## config.mk

```make
export PLATFORM = sky130hd
export DESIGN_NAME = programmable_io_port_mux
export DESIGN_NICKNAME = d
export VERILOG_FILES = /design/src/verilog/gpio_mux_pkg.sv /design/src/verilog/pin_mux_if.sv /design/src/verilog/pin_function_mux.sv /design/src/verilog/programmable_io_port_mux.sv
export SDC_FILE = /design/constraint.sdc
export NUM_CORES = 2
export LEC_CHECK = 0
export BUFFER_PORTS_ARGS = -buffer_cell sky130_fd_sc_hd__buf_2
export CAP_MARGIN = 20
export CORE_ASPECT_RATIO = 1.2
export CORE_MARGIN = 1
export CORE_UTILIZATION = 38
export DETAILED_ROUTE_END_ITERATION = 8
export GPL_TIMING_DRIVEN = 0
export PLACE_DENSITY = 0.69
export SLEW_MARGIN = 20
export SYNTH_ARGS = -nofsm -noshare
export SYNTH_HDL_FRONTEND = slang
export SYNTH_SLANG_ARGS = --single-unit
```

## constraint.sdc

```tcl
create_clock -name clock -period 81.2 [get_ports clock]
set_input_delay 12.18 -clock clock [delete_from_list [all_inputs] [get_ports clock]]
set_output_delay 12.18 -clock clock [all_outputs]
set_load 0.02 [all_outputs]
```

## src/verilog/gpio_mux_pkg.sv

```systemverilog
// shared constants for the programmable i/o port block
package gpio_mux_pkg;

    // pin positions: 123 ports plus the input-only pin in the large package
    localparam int unsigned PIN_POSITIONS       = 124;
    // the small package: 87 ports plus the input-only pin
    localparam int unsigned SMALL_PIN_POSITIONS = 88;
    // position of the input-only pin (port 8, bit 5)
    localparam int unsigned INPUT_ONLY_POS      = 69;
    // pins covered by one pull-up control bit
    localparam int unsigned PULL_GROUP          = 4;
    // 32-bit words per per-pin register
    localparam int unsigned MAX_WORDS           = 4;
    localparam int unsigned VEC_BITS            = MAX_WORDS * 32;

    // register byte offsets (per-pin registers span four words each)
    localparam logic [6:0] OFS_DIR  = 7'h00;
    localparam logic [6:0] OFS_DATA = 7'h10;
    localparam logic [6:0] OFS_FSA  = 7'h20;
    localparam logic [6:0] OFS_FSB  = 7'h30;
    localparam logic [6:0] OFS_FSC  = 7'h40;
    localparam logic [6:0] OFS_PULL = 7'h50;
    localparam logic [6:0] OFS_MODE = 7'h54;

    // reset values: all inputs, all plain port, pull-ups off, single-chip mode
    localparam logic [VEC_BITS-1:0] RST_DIR  = '0;
    localparam logic [VEC_BITS-1:0] RST_DATA = '0;
    localparam logic [VEC_BITS-1:0] RST_FS   = '0;
    localparam logic [31:0]         RST_PULL = 32'h0000_0000;
    localparam logic                RST_MODE = 1'b0;

    // mode register field: external bus owns its pins when set
    localparam int unsigned MODE_EXT_BIT = 0;

    // second_level_select_group_three bits 3..6 inside the level-b vector
    localparam int unsigned B3_LO = 27;
    localparam int unsigned B3_HI = 30;

    // bus responses
    localparam logic [1:0] RESP_OKAY   = 2'h0;
    localparam logic [1:0] RESP_SLVERR = 2'h2;

endpackage

```

## src/verilog/pin_mux_if.sv

```systemverilog
// carrier between the register core and the per-pin output selector
`timescale 1ns/10ps
`default_nettype none
interface pin_mux_if #(
    parameter int unsigned N = 128
);
    logic [N-1:0] latch;     // port output latch
    logic [N-1:0] sel_a;     // first-level select
    logic [N-1:0] sel_b;     // second-level select
    logic [N-1:0] sel_c;     // third-level select
    logic [N-1:0] p1;        // first peripheral output
    logic [N-1:0] p2;        // second peripheral output
    logic [N-1:0] p3;        // third peripheral output
    logic [N-1:0] drive_val; // selected output level

    modport regs (output latch, sel_a, sel_b, sel_c, p1, p2, p3, input drive_val);
    modport mux  (input latch, sel_a, sel_b, sel_c, p1, p2, p3, output drive_val);
endinterface
`default_nettype wire

```

## src/verilog/pin_function_mux.sv

```systemverilog
// per-pin three-level output function selector
`timescale 1ns/10ps
`default_nettype none
module pin_function_mux
    import gpio_mux_pkg::*;
#(
    parameter int unsigned          N        = VEC_BITS,
    parameter logic [VEC_BITS-1:0]  HAS2     = '1,
    parameter logic [VEC_BITS-1:0]  HAS3     = '0
) (
    pin_mux_if.mux m
);
    // one selector per pin; purely combinational, the top registers the result
    genvar i;
    generate
        for (i = 0; i < N; i++) begin : g_pin
            wire lvl_c;   // third level: first or third function
            wire lvl_b;   // second level result
            assign lvl_c = m.sel_c[i] ? m.p3[i] : m.p1[i];
            // three-function pins: b high hands over to c, b low gives the second
            assign lvl_b = HAS3[i] ? (m.sel_b[i] ? lvl_c : m.p2[i])
                         : HAS2[i] ? (m.sel_b[i] ? m.p2[i] : m.p1[i])
                         : m.p1[i];
            // level b is only looked at once level a picks a peripheral
            assign m.drive_val[i] = m.sel_a[i] ? lvl_b : m.latch[i];
        end
    endgenerate
endmodule
`default_nettype wire

```

## src/verilog/programmable_io_port_mux.sv

```systemverilog
// programmable i/o port block with function select and axi4-lite registers
`timescale 1ns/10ps
`default_nettype none
// What this block does
// 87 or 123 ports, input-only pin excluded
// every pin independently input or output
// one pull-up bit per four pins
// input-only pin: no pull-up, no direction bit
// one direction bit per pin
// data write to latch, read senses pin
// bus-owned pins keep bits in expansion mode
// software sets input for peripheral inputs
// software programs a, b, c for outputs
// converter output: plain port, direction input
// level a picks latch or peripheral
// level b picks first or second
// three-function pins: level b enables c
// level b only counts when a peripheral
// group three bits 3..6 skip input paths
// level c picks first or third
// pull-up only while pin is input
// reset: all inputs, all plain port
module programmable_io_port_mux
    import gpio_mux_pkg::*;
#(
    parameter int unsigned         PINS           = PIN_POSITIONS,
    parameter int unsigned         INPUT_ONLY_IDX = INPUT_ONLY_POS,
    parameter logic [VEC_BITS-1:0] HAS2_MASK      = '1,
    parameter logic [VEC_BITS-1:0] HAS3_MASK      = 128'h0000_0000_0000_0000_0400_0000_0000_0000,
    parameter logic [VEC_BITS-1:0] BUS_PIN_MASK   = 128'h0000_0000_0000_0000_0000_FFFF_FFFF_FFFF
) (
    input  wire  logic            clock,
    input  wire  logic            rst,
    input  wire  logic            ce,
    // axi4-lite slave
    input  wire  logic [6:0]      s_awaddr,
    input  wire  logic            s_awvalid,
    output logic                  s_awready,
    input  wire  logic [31:0]     s_wdata,
    input  wire  logic [3:0]      s_wstrb,
    input  wire  logic            s_wvalid,
    output logic                  s_wready,
    output logic [1:0]            s_bresp,
    output logic                  s_bvalid,
    input  wire  logic            s_bready,
    input  wire  logic [6:0]      s_araddr,
    input  wire  logic            s_arvalid,
    output logic                  s_arready,
    output logic [31:0]           s_rdata,
    output logic [1:0]            s_rresp,
    output logic                  s_rvalid,
    input  wire  logic            s_rready,
    // pins and peripherals
    input  wire  logic [PINS-1:0] pin_in,
    output logic [PINS-1:0]       pin_out,
    output logic [PINS-1:0]       pin_oe_n,
    output logic [PINS-1:0]       pin_pull_en,
    input  wire  logic [PINS-1:0] periph_out1,
    input  wire  logic [PINS-1:0] periph_out2,
    input  wire  logic [PINS-1:0] periph_out3,
    output logic [3:0]            analog_path_sel
);
    localparam int unsigned VEC    = VEC_BITS;
    localparam int unsigned GROUPS = (PINS + PULL_GROUP - 1) / PULL_GROUP;

    // refuse sizes the fixed four-word map cannot hold
    generate
        if (PINS == 0 || PINS > VEC || INPUT_ONLY_IDX >= PINS || GROUPS > 32) begin : g_bad
            $error("programmable_io_port_mux: pin count or input-only index out of range");
        end
    endgenerate

    // pins that exist; bits above read as zero and never drive
    localparam logic [VEC-1:0] LIVE     = {VEC{1'b1}} >> (VEC - PINS);
    // pins that own a direction bit: all live ones except the input-only pin
    localparam logic [VEC-1:0] NO_DIR   = LIVE & ~({{(VEC-1){1'b0}}, 1'b1} << INPUT_ONLY_IDX);
    localparam logic [31:0]    PULL_LIVE = 32'hFFFF_FFFF >> (32 - GROUPS);

    // register state
    logic [VEC-1:0] dir_r;        // 1 = output
    logic [VEC-1:0] latch_r;      // port output latch
    logic [VEC-1:0] fsa_r;        // first-level select
    logic [VEC-1:0] fsb_r;        // second-level select
    logic [VEC-1:0] fsc_r;        // third-level select
    logic [31:0]    pull_r;       // one bit per group of four
    logic           mode_r;       // external bus / expansion mode
    logic [VEC-1:0] pin_sync_r;   // sampled pin levels for readback

    // bus state
    logic           awready_r;
    logic           wready_r;
    logic           bvalid_r;
    logic [1:0]     bresp_r;
    logic           arready_r;
    logic           rvalid_r;
    logic [31:0]    rdata_r;
    logic [1:0]     rresp_r;
    logic           aw_held_r;    // write address captured
    logic           w_held_r;     // write data captured
    logic [6:0]     waddr_r;
    logic [31:0]    wdata_r;
    logic [3:0]     wstrb_r;

    // output flops
    logic [VEC-1:0] pin_out_r;
    logic [VEC-1:0] pin_oe_n_r;
    logic [VEC-1:0] pull_en_r;
    logic [3:0]     analog_sel_r;

    // merge one word into a per-pin vector under byte strobes
    function automatic logic [VEC-1:0] upd(input logic [VEC-1:0] old,
                                           input logic [1:0]     word,
                                           input logic [31:0]    data,
                                           input logic [3:0]     strb);
        logic [VEC-1:0] v;
        v = old;
        for (int b = 0; b < 4; b++) begin
            if (strb[b]) begin
                v[word*32 + b*8 +: 8] = data[b*8 +: 8];
            end
        end
        return v;
    endfunction

    // ---------------- write channel handshake ----------------
    wire aw_take;                 // address accepted this cycle
    wire w_take;                  // data accepted this cycle
    wire wr_go;                   // both halves present: commit now
    wire aw_held_nxt;
    wire w_held_nxt;
    wire bvalid_nxt;
    assign aw_take     = s_awvalid & awready_r;
    assign w_take      = s_wvalid & wready_r;
    assign wr_go       = aw_held_r & w_held_r & ~bvalid_r;
    assign aw_held_nxt = (aw_held_r | aw_take) & ~wr_go;
    assign w_held_nxt  = (w_held_r | w_take) & ~wr_go;
    assign bvalid_nxt  = wr_go | (bvalid_r & ~s_bready);

    // write decode on the captured address
    wire [2:0] wa_type;           // which register family
    wire       wa_vec;            // one of the per-pin vectors
    wire       wa_pull;
    wire       wa_mode;
    wire       wa_ok;
    assign wa_type = waddr_r[6:4];
    assign wa_vec  = wa_type < OFS_PULL[6:4];
    assign wa_pull = waddr_r[6:2] == OFS_PULL[6:2];
    assign wa_mode = waddr_r[6:2] == OFS_MODE[6:2];
    assign wa_ok   = wa_vec | wa_pull | wa_mode;

    wire wr_dir;
    wire wr_data;
    wire wr_fsa;
    wire wr_fsb;
    wire wr_fsc;
    assign wr_dir  = wr_go & (wa_type == OFS_DIR[6:4]);
    assign wr_data = wr_go & (wa_type == OFS_DATA[6:4]);
    assign wr_fsa  = wr_go & (wa_type == OFS_FSA[6:4]);
    assign wr_fsb  = wr_go & (wa_type == OFS_FSB[6:4]);
    assign wr_fsc  = wr_go & (wa_type == OFS_FSC[6:4]);

    // pins the external bus owns while expansion mode is on
    wire [VEC-1:0] prot;
    assign prot = {VEC{mode_r}} & BUS_PIN_MASK;

    // next register values; protected bits keep their contents
    wire [VEC-1:0] dir_nxt;
    wire [VEC-1:0] latch_nxt;
    wire [VEC-1:0] pull_upd;      // pull word merged in the low lanes
    assign pull_upd  = upd({{(VEC-32){1'b0}}, pull_r}, 2'h0, wdata_r, wstrb_r);
    assign dir_nxt   = ((upd(dir_r, waddr_r[3:2], wdata_r, wstrb_r) & ~prot)
                     | (dir_r & prot)) & NO_DIR;
    assign latch_nxt = ((upd(latch_r, waddr_r[3:2], wdata_r, wstrb_r) & ~prot)
                     | (latch_r & prot)) & LIVE;

    // ---------------- read channel ----------------
    wire           ar_take;       // read address accepted this cycle
    wire           rvalid_nxt;
    wire [2:0]     ra_type;
    wire           ra_pull;
    wire           ra_mode;
    wire           ra_ok;
    wire [VEC-1:0] rd_vec;        // per-pin vector being read
    wire [31:0]    rd_word;
    assign ar_take    = s_arvalid & arready_r;
    assign rvalid_nxt = ar_take | (rvalid_r & ~s_rready);
    assign ra_type    = s_araddr[6:4];
    assign ra_pull    = s_araddr[6:2] == OFS_PULL[6:2];
    assign ra_mode    = s_araddr[6:2] == OFS_MODE[6:2];
    assign ra_ok      = (ra_type < OFS_PULL[6:4]) | ra_pull | ra_mode;
    // the data register reads the sensed pin, not the latch
    assign rd_vec  = (ra_type == OFS_DIR[6:4])  ? dir_r
                   : (ra_type == OFS_DATA[6:4]) ? pin_sync_r
                   : (ra_type == OFS_FSA[6:4])  ? fsa_r
                   : (ra_type == OFS_FSB[6:4])  ? fsb_r
                   : fsc_r;
    assign rd_word = ra_pull ? pull_r
                   : ra_mode ? {31'h0000_0000, mode_r}
                   : (ra_type < OFS_PULL[6:4]) ? rd_vec[s_araddr[3:2]*32 +: 32]
                   : 32'h0000_0000;

    // ---------------- bus handshake flops ----------------
    // ready drops while a half is held or a response waits, so one write at a time
    always_ff @(posedge clock or posedge rst) begin
        if (rst) begin
            aw_held_r <= 1'b0;
            w_held_r  <= 1'b0;
            awready_r <= 1'b0;
            wready_r  <= 1'b0;
            bvalid_r  <= 1'b0;
            bresp_r   <= RESP_OKAY;
        end else if (ce) begin
            aw_held_r <= aw_held_nxt;
            w_held_r  <= w_held_nxt;
            awready_r <= ~aw_held_nxt & ~bvalid_nxt;
            wready_r  <= ~w_held_nxt & ~bvalid_nxt;
            bvalid_r  <= bvalid_nxt;
            if (wr_go) begin
                bresp_r <= wa_ok ? RESP_OKAY : RESP_SLVERR;
            end
        end
    end

    // capture write halves as they are taken
    always_ff @(posedge clock or posedge rst) begin
        if (rst) begin
            waddr_r <= 7'h00;
            wdata_r <= 32'h0000_0000;
            wstrb_r <= 4'h0;
        end else if (ce) begin
            if (aw_take) begin
                waddr_r <= s_awaddr;
            end
            if (w_take) begin
                wdata_r <= s_wdata;
                wstrb_r <= s_wstrb;
            end
        end
    end

    // read answers one cycle after the address is taken
    always_ff @(posedge clock or posedge rst) begin
        if (rst) begin
            arready_r <= 1'b0;
            rvalid_r  <= 1'b0;
            rdata_r   <= 32'h0000_0000;
            rresp_r   <= RESP_OKAY;
        end else if (ce) begin
            arready_r <= ~rvalid_nxt;
            rvalid_r  <= rvalid_nxt;
            if (ar_take) begin
                rdata_r <= rd_word;
                rresp_r <= ra_ok ? RESP_OKAY : RESP_SLVERR;
            end
        end
    end

    // ---------------- register file ----------------
    // reset leaves every pin a plain-port input
    always_ff @(posedge clock or posedge rst) begin
        if (rst) begin
            dir_r   <= RST_DIR;
            latch_r <= RST_DATA;
            fsa_r   <= RST_FS;
            fsb_r   <= RST_FS;
            fsc_r   <= RST_FS;
            pull_r  <= RST_PULL;
            mode_r  <= RST_MODE;
        end else if (ce) begin
            if (wr_dir) begin
                dir_r <= dir_nxt;
            end
            if (wr_data) begin
                latch_r <= latch_nxt;
            end
            if (wr_fsa) begin
                fsa_r <= upd(fsa_r, waddr_r[3:2], wdata_r, wstrb_r) & LIVE;
            end
            if (wr_fsb) begin
                fsb_r <= upd(fsb_r, waddr_r[3:2], wdata_r, wstrb_r) & LIVE;
            end
            if (wr_fsc) begin
                fsc_r <= upd(fsc_r, waddr_r[3:2], wdata_r, wstrb_r) & LIVE;
            end
            if (wr_go && wa_pull) begin
                pull_r <= pull_upd[31:0] & PULL_LIVE;
            end
            if (wr_go && wa_mode && wstrb_r[0]) begin
                mode_r <= wdata_r[MODE_EXT_BIT];
            end
        end
    end

    // ---------------- pin side ----------------
    // widen the pin-side ports to the fixed vector width
    wire [VEC-1:0] pin_in_v;
    wire [VEC-1:0] p1_v;
    wire [VEC-1:0] p2_v;
    wire [VEC-1:0] p3_v;
    assign pin_in_v = {{(VEC-PINS){1'b0}}, pin_in};
    assign p1_v     = {{(VEC-PINS){1'b0}}, periph_out1};
    assign p2_v     = {{(VEC-PINS){1'b0}}, periph_out2};
    assign p3_v     = {{(VEC-PINS){1'b0}}, periph_out3};

    // spread each group bit over its four pins
    wire [VEC-1:0] pull_exp;
    genvar gi;
    generate
        for (gi = 0; gi < VEC; gi++) begin : g_pull
            assign pull_exp[gi] = (gi < PINS) ? pull_r[gi / PULL_GROUP] : 1'b0;
        end
    endgenerate

    // output function selection lives in the leaf module
    pin_mux_if #(.N(VEC)) mux_bus ();
    assign mux_bus.latch = latch_r;
    assign mux_bus.sel_a = fsa_r;
    assign mux_bus.sel_b = fsb_r;
    assign mux_bus.sel_c = fsc_r;
    assign mux_bus.p1    = p1_v;
    assign mux_bus.p2    = p2_v;
    assign mux_bus.p3    = p3_v;

    pin_function_mux #(
        .N    (VEC),
        .HAS2 (HAS2_MASK),
        .HAS3 (HAS3_MASK)
    ) u_mux (
        .m (mux_bus)
    );

    // all pin outputs are registered; this costs a cycle of peripheral latency
    // but keeps pin timing independent of the select tree
    always_ff @(posedge clock or posedge rst) begin
        if (rst) begin
            pin_out_r    <= '0;
            pin_oe_n_r   <= '1;
            pull_en_r    <= '0;
            pin_sync_r   <= '0;
            analog_sel_r <= 4'h0;
        end else if (ce) begin
            pin_out_r    <= mux_bus.drive_val & LIVE;
            pin_oe_n_r   <= ~(dir_r & NO_DIR);
            pull_en_r    <= pull_exp & ~dir_r & NO_DIR;
            pin_sync_r   <= pin_in_v & LIVE;
            // these bits also pick level b for pins 27..30 and steer converter/expansion routing, never pin_in
            analog_sel_r <= fsb_r[B3_HI:B3_LO];
        end
    end

    assign s_awready       = awready_r;
    assign s_wready        = wready_r;
    assign s_bvalid        = bvalid_r;
    assign s_bresp         = bresp_r;
    assign s_arready       = arready_r;
    assign s_rvalid        = rvalid_r;
    assign s_rdata         = rdata_r;
    assign s_rresp         = rresp_r;
    assign pin_out         = pin_out_r[PINS-1:0];
    assign pin_oe_n        = pin_oe_n_r[PINS-1:0];
    assign pin_pull_en     = pull_en_r[PINS-1:0];
    assign analog_path_sel = analog_sel_r;

    // ---------------- checks ----------------
    // flags the first enabled cycle after reset
    logic after_rst_r;
    always_ff @(posedge clock or posedge rst) begin
        if (rst) begin
            after_rst_r <= 1'b1;
        end else if (ce) begin
            after_rst_r <= 1'b0;
        end
    end

    a_reset_plain_input: assert property (@(posedge clock) disable iff (rst)
        after_rst_r |-> (dir_r == '0) && (fsa_r == '0) && (pin_oe_n_r == '1))
        else $error("state after reset is not plain-port input");

    a_input_only_pin: assert property (@(posedge clock) disable iff (rst)
        pin_oe_n_r[INPUT_ONLY_IDX] && !pull_en_r[INPUT_ONLY_IDX] && !dir_r[INPUT_ONLY_IDX])
        else $error("input-only pin driven or pulled up");

    a_pull_when_input: assert property (@(posedge clock) disable iff (rst)
        ce |=> ((pull_en_r & ~pin_oe_n_r) == '0)
               && (pull_en_r == ($past(pull_exp) & ~$past(dir_r) & NO_DIR)))
        else $error("pull-up wrong for pin direction or group");

    a_bus_pins_kept: assert property (@(posedge clock) disable iff (rst)
        (ce && wr_go && mode_r) |=>
            (((dir_r ^ $past(dir_r)) | (latch_r ^ $past(latch_r))) & BUS_PIN_MASK) == '0)
        else $error("bus-owned pin bits changed in expansion mode");

    a_port_latch_out: assert property (@(posedge clock) disable iff (rst)
        ce |=> ((pin_out_r ^ $past(latch_r)) & ~$past(fsa_r) & LIVE) == '0)
        else $error("plain port pin not driving its latch");

    a_second_level: assert property (@(posedge clock) disable iff (rst)
        ce |=> ((pin_out_r ^ $past(p2_v)) & $past(fsa_r & fsb_r)
                & HAS2_MASK & ~HAS3_MASK & LIVE) == '0)
        else $error("second peripheral output not selected");

    a_third_level: assert property (@(posedge clock) disable iff (rst)
        ce |=> ((pin_out_r ^ $past(p3_v)) & $past(fsa_r & fsb_r & fsc_r)
                & HAS3_MASK & LIVE) == '0)
        else $error("third peripheral output not selected");

    a_data_reads_pin: assert property (@(posedge clock) disable iff (rst)
        (ce && ar_take && s_araddr[6:4] == OFS_DATA[6:4]) |=>
            rvalid_r && (rdata_r == $past(pin_sync_r[s_araddr[3:2]*32 +: 32])))
        else $error("data read does not return sensed pin levels");

    a_write_answer: assert property (@(posedge clock) disable iff (rst)
        (ce && wr_go && wa_type == OFS_DIR[6:4] && wstrb_r == 4'hF && !mode_r
         && waddr_r[3:2] == 2'h0) |=>
            bvalid_r && (dir_r[31:0] == ($past(wdata_r) & NO_DIR[31:0])))
        else $error("direction write not applied or not answered");

    a_resp_hold: assert property (@(posedge clock) disable iff (rst)
        (bvalid_r && !s_bready) |=> bvalid_r && $stable(bresp_r))
        else $error("write response dropped before it was taken");

endmodule
`default_nettype wire

```

==> flow_metrics.env <==
export IMPL_drtPass1Iterations=6
export IMPL_seq_area_frac_synth_pct=56.42
export IMPL_synth_edf_count=0
export IMPL_antenna_found_initial=45
export IMPL_slew_violations=0
export IMPL_synthCells=4987
export IMPL_power_frac_comb_pct=21.6
export IMPL_syn_area_um2=54870
export IMPL_worst_pin_slew_ns=1.326
export IMPL_final_setup_skew_ns=0.02971
export IMPL_r2r_cells=9
export IMPL_post_cts_buffers=0
export IMPL_floorplan_initialDensity_pct=38.32
export IMPL_async_reset_ff_share_pct=100.0
export IMPL_fin_crit_sh_pct=18.87
export IMPL_pwr_share_clk_pct=35.4
export IMPL_power_density_nw_per_um2=27.53
export IMPL_fin_nets=6540
export IMPL_p_switching_w=0.0006669
export IMPL_root_buffer="clkbuf_16"
export IMPL_area_growth_pct=21.51
export IMPL_rr_startpoint="waddr_r[2]"
export IMPL_max_freq_mhz=65.26
export IMPL_setup_ws_ns=65.88
export IMPL_drc_errors=0
export IMPL_cts_made_buffers=134
export IMPL_drt_iter0_markers=5278
export IMPL_fp_dieH_um=418.3
export IMPL_yosys_warnings=0
export IMPL_final_cell_mix="dfrtp_1, buf_2, nand2_1"
export IMPL_grt_pass1_vias=46240
export IMPL_grt_pass1_wl_um=373200
export IMPL_post_place_ws_ns=65.33
export IMPL_maxSlewHeadroom_pct=11.61
export IMPL_swShare_pct=36.33
export IMPL_post_route_min_period_ns=15.32
export IMPL_p_seq_share_pct=43.1
export IMPL_synth_cell_types=69
export IMPL_cts_max_level=4
export IMPL_synth_area_per_cell_um2=11.00
export IMPL_die_x_um=348.9
export IMPL_r2r_slack_ns=76.94
export IMPL_row_count=152
export IMPL_crit_fanout=10
export IMPL_peakVddDrop_v=0.00002436
export IMPL_wl_um=277700
export IMPL_clkLatencyLatePin_ns=0.81
export IMPL_leakage_nw=31.93
export IMPL_vias=47200
export IMPL_cts_hold_buffers=0
export IMPL_layout_commonest_cell="dfrtp_1"
export IMPL_critPathKind="in2reg"
export IMPL_p_int_w=0.001169
export IMPL_avgRoutedWirePerCell_um=34.54
export IMPL_tns_ns=0
export IMPL_ios=971
export IMPL_overflow=0
export IMPL_post_cts_resized=0
export IMPL_gp_congestion=1.016
export IMPL_hold_start="pin_oe_n_r[20]"
export IMPL_worstPathRequired_ns=81.85
export IMPL_drive_above_1_share_pct=30.64
export IMPL_rsz0062_at_grt="false"
export IMPL_cts_tree="done"
export IMPL_end_kind="register"
export IMPL_ant_nets=0
export IMPL_cap_violations=0
export IMPL_hold_path_end="pin_oe_n_r[20]"
export IMPL_setup_violations=0
export IMPL_vias_per_cell=5.871
export IMPL_dp_hpwl_um=215000
export IMPL_startpoint_type="input pin"
export IMPL_hp_class="reg2reg"
export IMPL_cts_sinks=1231
export IMPL_ys_ff_latch=1231
export IMPL_core_area_um2=143200
export IMPL_timing_final_hold_violations=0
export IMPL_dieArea_um2=145900
export IMPL_grt_total_usage_pct=37.49
export IMPL_port_buffer_count=837
export IMPL_clockBufferDepth=3
export IMPL_synth_flop_cell="dfrtp_1"
export IMPL_grt_max_degree=105
export IMPL_clk_pin_slew_ns=0.06
export IMPL_arrival_ns=15.97
export IMPL_holdPathStages=2
export IMPL_status="finished, final reports clean"
-- worst max path at each step --
stage	startpoint	end	slack, ns	cells after the start
finish	s_araddr[6]	s_rdata[12]	65.88	8
global route	s_araddr[2]	s_rdata[10]	66.04	8
global placement	rst	pin_out_r[42]	20.82	2
CTS	s_araddr[2]	s_rdata[12]	66.16	8
detailed placement	s_araddr[2]	s_rdata[12]	65.33	8
floorplan	rst	async pin	34.54	1
-- cell usage after synthesis, types with 62 or more instances --
cell type  count  area share [%]
dfrtp_1     1108              51
mux2i_1      361             6.6
dfstp_2      123             5.9
mux2_2       528              11
nor2_1       165             1.1
a21oi_1      209             1.9
inv_1        304             2.1
clkbuf_1     201             1.4
nand3_1       62            0.57
nand2_1      646             4.4
o21ai_0      553             5.0
o22ai_1      139             1.6
-- power by group through the flow --
stage	Combinational [W]	Clock (W)	Sequential [W]
2_1_floorplan	0.000175	0	0.000771
3_3_place_gp	0.000377	0	0.000794
3_5_place_dp	0.000385	0	0.000794
4_1_cts	0.000387	0.000652	0.000783
5_1_grt	0.000412	0.000675	0.000791
6_report	0.000396	0.000649	0.000791
-- registers in the layout, summed over array words and instances (netlist names), 76 cells and up, named ones only --
register    cells
fsa_r         124
fsb_r         124
fsc_r         124
pin_out_r     124
pin_sync_r    124
pin_oe_n_r    123
pull_en_r     123
latch_r        76
-- cell families after synthesis --
logic type / Yosys count / synth area share (%)
other: 2 / 0.01369
and+or+nand+nor: 1114 / 9.244
AOI/OAI and AO/OA: 1141 / 12.13
muxes: 899 / 17.77
DFF: 1231 / 56.42
buffers and inverters: 594 / 4.289
adders and majority gates: 6 / 0.1368
-- layout make-up --
cell class	count	area [um2]
Inverter	304	1149
Clock buffer	196	3909
Fill cell	13470	76530
Buffer	290	1244
Clock inverter	53	709.4
Multi-Input combinational cell	3164	21580
Timing Repair Buffer	855	4664
Antenna cell	21	52.55
Sequential cell	1231	30960
Tap cell	1925	2409
-- per-stage QoR --
stage | power [W] | instance area [um2] | util [%] | std cells | hold slack [ns]
after global routing | 0.001879 | 66630 | 46.52 | 8019 | 0.4735
after CTS | 0.001823 | 66610 | 46.51 | 8017 | 0.4661
after floorplan | 0.0009467 | 54880 | - | 4989 | 0.4227
after global placement | 0.001171 | 61480 | 42.93 | 7751 | 0.4516
after detailed placement | 0.001179 | 61990 | 43.29 | 7768 | 0.4522
final | 0.001836 | 66680 | 46.56 | 8039 | 0.4627
-- routing by layer --
| layer | global-route usage (%) | part of all wire [%] | vias to the layer above | wire, um |
|---|---|---|---|---|
| li1 | - | - | 19520 | - |
| met2 | 57.45 | 45 | 2963 | 124300 |
| met3 | 11.41 | 11 | 733 | 29650 |
| met1 | 45.60 | 37 | 23960 | 103600 |
| met5 | 0 | 0.067 | - | 187 |
| met4 | 24.67 | 7.2 | 28 | 20010 |
-- critical path: stages --
cell and delay [ns]:
buf_2 0.19, buf_2 0.39, or3_1 0.17, clkbuf_1 0.84, clkbuf_1 0.96, o221ai_1 0.35, a21oi_1 0.66, o22ai_1 0.19
(Power assumes the default switching activity.)
